$ cat src/logic/emb_regs.svh
`ifndef EMB_REGS_SVH
`define EMB_REGS_SVH

// Pin widths
`define EMB_ADDR_W        21
`define EMB_LOW_ADDR_W    16
`define EMB_DATA_W        16
`define EMB_NUM_CS        4
`define EMB_MODE_W        3

// Boot mode straps share the top data pins
`define EMB_STRAP_LSB     13
`define EMB_STRAP_MSB     15

// System integration control word and its mode field
`define EMB_SIC_CTRL_ADDR 21'h1fff08
`define EMB_SIC_MODE_LSB  12
`define EMB_SIC_MODE_MSB  14

// Default read and write strobe lengths in core clocks
`define EMB_RD_STROBE_CYC 2
`define EMB_WR_STROBE_CYC 2
`define EMB_CNT_W         4

// Strobe pin levels, idle and active
`define EMB_STROBE_OFF    1'h1
`define EMB_STROBE_ON     1'h0

`endif

$ cat src/logic/emb_pkg.sv
package emb_pkg;

  typedef enum logic [2:0]
  {
    EMB_IDLE,
    EMB_RD_STROBE,
    EMB_WR_SETUP,
    EMB_WR_STROBE,
    EMB_WR_HOLD
  } emb_state_t;

  typedef logic [2:0] emb_boot_mode_t;

endpackage

$ cat src/logic/emb_top.sv
`timescale 1ns/1ps
`include "emb_regs.svh"

module emb_top
  import emb_pkg::*;
#(
  parameter int RD_STROBE_CYC = `EMB_RD_STROBE_CYC,
  parameter int WR_STROBE_CYC = `EMB_WR_STROBE_CYC
)
(
  input  wire logic                               ref_clk_i,
  input  wire logic                               nrst_i,
  input  wire logic                               por_n_i,
  input  wire logic                               ext_rst_n_i,
  input  wire logic                               sw_rst_i,
  input  wire logic                               watchdog_reset_source_i,
  input  wire logic                               req_valid_i,
  input  wire logic                               req_write_i,
  input  wire logic [`EMB_ADDR_W-1:0]             req_addr_i,
  input  wire logic [`EMB_DATA_W-1:0]             req_wdata_i,
  input  wire logic [`EMB_NUM_CS-1:0]             cs_enable_i,
  input  wire logic [`EMB_NUM_CS*`EMB_ADDR_W-1:0] cs_base_i,
  input  wire logic [`EMB_NUM_CS*`EMB_ADDR_W-1:0] cs_mask_i,
  output logic                                    busy_o,
  output logic                                    rd_valid_o,
  output logic [`EMB_DATA_W-1:0]                  rd_data_o,
  output logic [`EMB_DATA_W-1:0]                  system_integration_control_o,
  output logic [`EMB_ADDR_W-1:0]                  addr_o,
  input  wire logic [`EMB_DATA_W-1:0]             data_i,
  output logic [`EMB_DATA_W-1:0]                  data_o,
  output logic [`EMB_DATA_W-1:0]                  data_oe_o,
  output logic                                    rd_n_o,
  output logic                                    wr_n_o,
  output logic [`EMB_NUM_CS-1:0]                  chip_select_n_o
);

  localparam logic [`EMB_CNT_W-1:0] RD_LAST =
    `EMB_CNT_W'(RD_STROBE_CYC - 1);
  localparam logic [`EMB_CNT_W-1:0] WR_LAST =
    `EMB_CNT_W'(WR_STROBE_CYC - 1);

  function automatic logic emb_cs_hit
  (
    input logic [`EMB_ADDR_W-1:0] addr,
    input logic [`EMB_ADDR_W-1:0] base,
    input logic [`EMB_ADDR_W-1:0] mask
  );
    emb_cs_hit = ((addr ^ base) & mask) == '0;
  endfunction

  // Any of these resets the bus sequencer; only two of them touch the mode
  logic bus_rst;
  logic strap_rst;

  assign strap_rst = !por_n_i || !ext_rst_n_i;
  assign bus_rst   = !nrst_i || strap_rst || sw_rst_i ||
                     watchdog_reset_source_i;

  // Boot mode strap capture
  emb_boot_mode_t mode_q;
  emb_boot_mode_t mode_d;

  always_comb
  begin
    mode_d = mode_q;
    // Tracked every cycle of reset, so the last sample before release stays
    if (strap_rst)
    begin
      mode_d = data_i[`EMB_STRAP_MSB:`EMB_STRAP_LSB];
    end
  end

  // No reset term: a software or watchdog reset must not disturb it
  always_ff @(posedge ref_clk_i)
  begin
    mode_q <= mode_d;
  end

  always_comb
  begin
    system_integration_control_o = '0;
    system_integration_control_o[`EMB_SIC_MODE_MSB:`EMB_SIC_MODE_LSB] =
      mode_q;
  end

  // Chip select decode of the incoming request
  logic [`EMB_NUM_CS-1:0] cs_hit;

  genvar gi;
  generate
    for (gi = 0; gi < `EMB_NUM_CS; gi++)
    begin : g_cs
      assign cs_hit[gi] = cs_enable_i[gi] &&
        emb_cs_hit(req_addr_i,
                   cs_base_i[gi*`EMB_ADDR_W +: `EMB_ADDR_W],
                   cs_mask_i[gi*`EMB_ADDR_W +: `EMB_ADDR_W]);
    end
  endgenerate

  // Bus sequencer
  emb_state_t             state_q;
  emb_state_t             state_d;
  logic [`EMB_CNT_W-1:0]  cnt_q;
  logic [`EMB_CNT_W-1:0]  cnt_d;
  logic [`EMB_ADDR_W-1:0] addr_q;
  logic [`EMB_ADDR_W-1:0] addr_d;
  logic [`EMB_DATA_W-1:0] wdata_q;
  logic [`EMB_DATA_W-1:0] wdata_d;
  logic [`EMB_DATA_W-1:0] oe_q;
  logic [`EMB_DATA_W-1:0] oe_d;
  logic [`EMB_DATA_W-1:0] rdata_q;
  logic [`EMB_DATA_W-1:0] rdata_d;
  logic [`EMB_NUM_CS-1:0] cs_n_q;
  logic [`EMB_NUM_CS-1:0] cs_n_d;
  logic                   rd_n_q;
  logic                   rd_n_d;
  logic                   wr_n_q;
  logic                   wr_n_d;
  logic                   rvalid_q;
  logic                   rvalid_d;
  logic                   busy_q;
  logic                   busy_d;

  always_comb
  begin
    state_d  = state_q;
    cnt_d    = cnt_q;
    addr_d   = addr_q;
    wdata_d  = wdata_q;
    oe_d     = oe_q;
    rdata_d  = rdata_q;
    cs_n_d   = cs_n_q;
    rd_n_d   = rd_n_q;
    wr_n_d   = wr_n_q;
    rvalid_d = 1'b0;
    case (state_q)
      EMB_IDLE:
      begin
        oe_d   = '0;
        cs_n_d = '1;
        rd_n_d = `EMB_STROBE_OFF;
        wr_n_d = `EMB_STROBE_OFF;
        cnt_d  = '0;
        if (req_valid_i)
        begin
          addr_d = req_addr_i;
          cs_n_d = ~cs_hit;
          if (req_write_i)
          begin
            // Data leads the strobe by one clock so the memory sees it settled
            wdata_d = req_wdata_i;
            oe_d    = '1;
            state_d = EMB_WR_SETUP;
          end
          else
          begin
            oe_d    = '0;
            rd_n_d  = `EMB_STROBE_ON;
            state_d = EMB_RD_STROBE;
          end
        end
      end
      EMB_RD_STROBE:
      begin
        if (cnt_q == RD_LAST)
        begin
          // Sampled on the same edge that lifts the strobe
          rdata_d  = data_i;
          rd_n_d   = `EMB_STROBE_OFF;
          rvalid_d = 1'b1;
          cs_n_d   = '1;
          state_d  = EMB_IDLE;
        end
        else
        begin
          cnt_d = cnt_q + 1'b1;
        end
      end
      EMB_WR_SETUP:
      begin
        wr_n_d  = `EMB_STROBE_ON;
        state_d = EMB_WR_STROBE;
      end
      EMB_WR_STROBE:
      begin
        // Address and data stay put until after the rising strobe
        if (cnt_q == WR_LAST)
        begin
          wr_n_d  = `EMB_STROBE_OFF;
          state_d = EMB_WR_HOLD;
        end
        else
        begin
          cnt_d = cnt_q + 1'b1;
        end
      end
      EMB_WR_HOLD:
      begin
        oe_d    = '0;
        cs_n_d  = '1;
        state_d = EMB_IDLE;
      end
      default:
      begin
        state_d = EMB_IDLE;
      end
    endcase
    busy_d = (state_d != EMB_IDLE);
  end

  always_ff @(posedge ref_clk_i)
  begin
    if (bus_rst)
    begin
      state_q  <= EMB_IDLE;
      cnt_q    <= '0;
      addr_q   <= '0;
      wdata_q  <= '0;
      oe_q     <= '0;
      rdata_q  <= '0;
      cs_n_q   <= '1;
      rd_n_q   <= `EMB_STROBE_OFF;
      wr_n_q   <= `EMB_STROBE_OFF;
      rvalid_q <= 1'b0;
      busy_q   <= 1'b0;
    end
    else
    begin
      state_q  <= state_d;
      cnt_q    <= cnt_d;
      addr_q   <= addr_d;
      wdata_q  <= wdata_d;
      oe_q     <= oe_d;
      rdata_q  <= rdata_d;
      cs_n_q   <= cs_n_d;
      rd_n_q   <= rd_n_d;
      wr_n_q   <= wr_n_d;
      rvalid_q <= rvalid_d;
      busy_q   <= busy_d;
    end
  end

  assign busy_o          = busy_q;
  assign rd_valid_o      = rvalid_q;
  assign rd_data_o       = rdata_q;
  assign addr_o          = addr_q;
  assign data_o          = wdata_q;
  assign data_oe_o       = oe_q;
  assign rd_n_o          = rd_n_q;
  assign wr_n_o          = wr_n_q;
  assign chip_select_n_o = cs_n_q;

endmodule

$ cat config.mk
export PLATFORM = sky130hd
export DESIGN_NAME = emb_top
export DESIGN_NICKNAME = d
export VERILOG_FILES = /design/src/logic/emb_pkg.sv /design/src/logic/emb_top.sv
export VERILOG_INCLUDE_DIRS = /design/src /design/src/logic
export SDC_FILE = /design/constraint.sdc
export NUM_CORES = 1
export LEC_CHECK = 0
export ABC_AREA = 1
export BUFFER_PORTS_ARGS = -buffer_cell sky130_fd_sc_hd__buf_2
export CAP_MARGIN = 20
export CORE_AREA = 8 8 121 123
export CTS_CLUSTER_DIAMETER = 100
export CTS_CLUSTER_SIZE = 16
export DETAILED_ROUTE_END_ITERATION = 12
export DIE_AREA = 0 0 129 131
export GPL_TIMING_DRIVEN = 0
export PLACE_DENSITY = 0.73
export SETUP_SLACK_MARGIN = 0.02
export SYNTH_ARGS = -nofsm -noshare
export SYNTH_HDL_FRONTEND = slang
export SYNTH_SLANG_ARGS = --single-unit
$ cat constraint.sdc
create_clock -name ref_clk_i -period 1.9 [get_ports ref_clk_i]
set_input_delay 0.285 -clock ref_clk_i [delete_from_list [all_inputs] [get_ports ref_clk_i]]
set_output_delay 0.285 -clock ref_clk_i [all_outputs]
set_load 0.03 [all_outputs]
# After elaboration in Yosys (flattened, before gate mapping)
# Cells that the tools add are included.
# totals
word_cells	81
reg_bits	87
input_bits	233
# classes
bitwise	10
reduce_logical	31
n_eq_ne	8
addsub	1
n_mux	19
# ops
op	count
AND 21 bit	4
logical NOT 21 bit	4
XOR 21 bit	4
two-way mux 16 bit	2
one-hot mux 16 bit (2 select lines)	1
two-way mux 4 bit	3
one-hot mux 3 bit (4 select lines)	1
one-hot mux 4 bit (3 select lines)	1
AND reduction 2 bit	6
two-way mux 3 bit	3
nonzero test 3 bit	3
one-hot mux 4 bit (2 select lines)	1
equality test 3 x 2 -> 1 bit, second input constant	2
!= test 2 bit, second input constant	3
nonzero test 2 bit	3
adder 4 x 1 -> 4 bit, second input constant	1
equality test 4 x 1 -> 1 bit, second input constant	1
logical AND 1 bit	4
logical OR 1 bit	4
two-way mux 1 bit	4
NOT 4 bit	1
OR reduction 2 bit	2
equality test 3 x 1 -> 1 bit, second input constant	1
equality test 3 bit, second input constant	1
other kinds (7)	9

# Longest topological paths before layout
# logic_depth
word_depth	7
mapped_depth	10

# Worst setup path before layout
# OpenSTA, ideal clock, no wires.
# synth_timing
kind	reg2reg
from	register cnt_q[0]
to	register rd_n_q, in the netlist rd_n_o
path_stages_with_launch	8
arrival_ns	1.235
setup_slack_ns	0.545
setup_ns	0.121
t_required_ns	1.779
path_buffers	1
period_less_slack_ns	1.355
cell_sequence	dfxtp_1 -> ha_1 -> nand3_2 -> nor2_4 -> inv_2 -> buf_2 -> nand3_1 -> nand3_1
# synth_via
elab_chain_cells	3
# synth_rtl
element	line_no	source
start: declaration	emb_top.sv:103	logic [`EMB_CNT_W-1:0] cnt_q;
start signal: assignment	emb_top.sv:230	cnt_q <= cnt_d;
equality test 4 x 1 -> 1 bit	emb_top.sv:165	if (cnt_q == RD_LAST)
!= test 2 bit (no source line)	n/a	
AND reduction 2 bit (no source line)	n/a	
end signal: assignment	emb_top.sv:222	rd_n_q <= `EMB_STROBE_OFF;
end signal: assignment	emb_top.sv:236	rd_n_q <= rd_n_d;
end: declaration	emb_top.sv:115	logic rd_n_q;
# No other way between the ends.
# A chain may end at the register's enable or synchronous reset.

==> impl_metrics.env <==
export IMPL_hold_end="mode_q[1]"
export IMPL_vias_per_cell=4.48
export IMPL_wl_um=18300
export IMPL_postSynthAreaPerCell_sq_um=5.96
export IMPL_arrival_ns=1.39
export IMPL_drv_cap=0
export IMPL_crit_chain="buf_4, buf_2"
export IMPL_p_per_area_nw_per_um2=586
export IMPL_initial_utilization=0.360
export IMPL_crit_fanout=17
export IMPL_dp_cells=1275
export IMPL_cts_tree="done"
export IMPL_r2r_cells=6
export IMPL_cts_path_max_buffers=2
export IMPL_clock_sinks=72
export IMPL_layout_cells_non_filler=1291
export IMPL_portBuffers=309
export IMPL_finalNetCount=1345
export IMPL_grt_pass1_wl_um=27400
export IMPL_timing_rr_start="state_q[2]"
export IMPL_r2r_end="addr_o[9]"
export IMPL_synth_adder_area_share=0.00539
export IMPL_initialDrtViolationCount=278
export IMPL_io_pins=326
export IMPL_crit_buf_inv=2
export IMPL_status="completed"
export IMPL_cp_required_ns=1.62
export IMPL_ys_top_cells_by_area="dfxtp_1, nand2_1, nand3_1, inv_1, a21oi_1"
export IMPL_post_cts_repair_setup_buffers=0
export IMPL_synth_top_area_cell="dfxtp_1"
export IMPL_p_leak_uw=0.00390
export IMPL_ys_ff_latch=72
export IMPL_detail_route_antenna_nets=0
export IMPL_finClkSkew_ns=0.00409
export IMPL_grt_max_degree=18
export IMPL_antenna_found_initial=0
export IMPL_cts_root_buf="clkbuf_16"
export IMPL_die_h_um=131
export IMPL_place_area_sq_um=6450
export IMPL_critPathKind="flop to output pin"
export IMPL_muxShareOfSynthArea=0
export IMPL_wl_per_cell_um=14.1
export IMPL_area_growth_synth_to_final_pct=45.4
export IMPL_worstHoldStart="data_i[14]"
export IMPL_path_delay_family="flip-flops"
export IMPL_power_uw=3950
export IMPL_seq_area_frac_synth=0.317
export IMPL_yosys_area_top_type_share=0.298
export IMPL_cp_slowest_cell="dfxtp_1"
export IMPL_hold_violations=0
export IMPL_die_width_um=129
export IMPL_irDropWorstVdd_mv=0.438
export IMPL_clkSlewWorstSetupHoldPaths_ns=0.06
export IMPL_cts_buffers=9
export IMPL_vias=5784
export IMPL_synth_xor_area_share=0
export IMPL_grt_pass1_vias=5642
export IMPL_critPathLaunchType="flop"
export IMPL_final_cell_mix="buf_2, nand2_1, inv_1, nand3_1, dfxtp_1"
export IMPL_place_hpwl_um=15600
export IMPL_yosys_area_share_simple=0.408
export IMPL_overflow=0
export IMPL_holdBufCountCts=0
export IMPL_drc_errors=0
export IMPL_maxSlewHeadroom=0.630
export IMPL_yosysWarnings=0
export IMPL_final_common_cell="buf_2"
export IMPL_synth_top_family_by_area="simple AND/OR/NAND/NOR gates"
export IMPL_hold_class="primary input to flop"
export IMPL_worst_slew_pin_slew_ns=0.554
export IMPL_synth_cells=778
export IMPL_clk_latency_ns=0.33
export IMPL_grt_use_total=0.207
export IMPL_synthesis_area_sq_um=4640
export IMPL_antenna_cells=0
export IMPL_setup_viol=0
export IMPL_fmax_mhz=598
export IMPL_period_share=0.880
export IMPL_routabilityCongestion=0.844
export IMPL_design_core_area_sq_um=12900
export IMPL_stdcell_area_sq_um=6750
export IMPL_finalMaxSlewViolations=0
export IMPL_synth_compound_area_frac=0.106
export IMPL_cpPeakStageDelay_ns=0.67
export IMPL_fin_setup_tns_ns=0
export IMPL_end_kind="output pin"
export IMPL_finalCriticalPeriod_ns=1.67
export IMPL_r2r_slack_ns=0.31
export IMPL_drt_pass1_iterations=4
export IMPL_rows=42
export IMPL_ys_types=28
export IMPL_fin_util=0.524
export IMPL_worstHoldPathCells=1
export IMPL_drive_gt1_frac=0.348
export IMPL_die_area_sq_um=16900
export IMPL_htreeDepth=3
export IMPL_rsz0062_at_grt="false"
worst register-to-register path: cells and delay by family, from the launching register on:
kind                   cells  cell delay, ns
AND/OR/NAND/NOR            3            0.40
AO/OA/AOI/OAI              2            0.28
flip-flops                 1            0.38
buffers and inverters      1            0.45
cell usage after synthesis:
master    count
nor2_4        3
o21ai_1       2
edfxtp_1      3
inv_2         3
buf_2         8
nand4_1       4
nand3_1     102
ha_1          2
buf_1         1
nor2_1       35
conb_1        1
nand3_2       2
o211ai_1      2
nor3b_1       1
buf_4        28
o31ai_2       1
nand2_4       1
o21ai_0      26
buf_6         3
or2_2        13
nand2_2       1
a21boi_0      4
a21oi_1      59
inv_1       114
clkbuf_1      7
dfxtp_1      69
nand2_1     279
nor3_1        4
per-layer routing:
layer  wire length, um  share of wire  GRT usage
met5                 0              0          0
met4               333          0.018     0.0629
met3              1470          0.081     0.0625
met1              7190           0.39      0.224
met2              9260           0.51      0.380
per-stage QoR:
stage	hold slack [ns]	setup WS, ns
final	0.144	0.228
after global routing	0.139	0.0787
after CTS	0.129	0.192
after detailed placement	0.449	0.162
after global placement	0.445	0.154
after floorplan	0.384	0.545
logic make-up after synthesis:
logic type,Yosys count
compound gates,94
simple gates,445
flops,72
buf+inv,164
other cells,1
fa+ha+maj,2
where the power goes:
group | internal [uW] | switching (uW) | leakage (uW) | total [uW]
Combinational | 344 | 432 | 0.00318 | 776
Clock | 910 | 730 | 0.000135 | 1640
Sequential | 1530 | 4.59 | 0.000587 | 1540
worst max-delay path by stage:
stage,startpoint,end,slack (ns),cells past startpoint
floorplan,cnt_q[0],rd_n_o,0.54,7
detailed placement,sw_rst_i,addr_o[14],0.16,7
global route,state_q[2],addr_o[14],0.08,6
finish,data_oe_o[14],data_oe_o[6],0.23,2
global placement,sw_rst_i,addr_o[13],0.15,7
CTS,cnt_q[0],chip_select_n_o[0],0.19,6
area by class of cell:
class                      instances  area [sq um]
clock buffer                       9           225
timing repair buffer             309          1550
clock inverter                     7          61.3
sequential                        72          1470
buffer                            47           314
inverter                         117           439
tap                              176           220
multi-input combinational        554          2470
fill                            1357          6130
flip-flops by register name, summed over array words and instances, names as in the netlist:
name / cells
wr_n_o: 1
addr_o: 21
rd_n_o: 1
cnt_q: 4
state_q: 3
data_oe_o: 1
busy_o: 1
rd_data_o: 16
chip_select_n_o: 4
rd_valid_o: 1
mode_q: 3
data_o: 16
what timing repair did:
item,in CTS,in global routing
setup endpoints to repair,0,1
endpoints found under the hold margin,0,0
gates resized for setup,0,1
No activity file was read; power rests on OpenSTA's default activity.
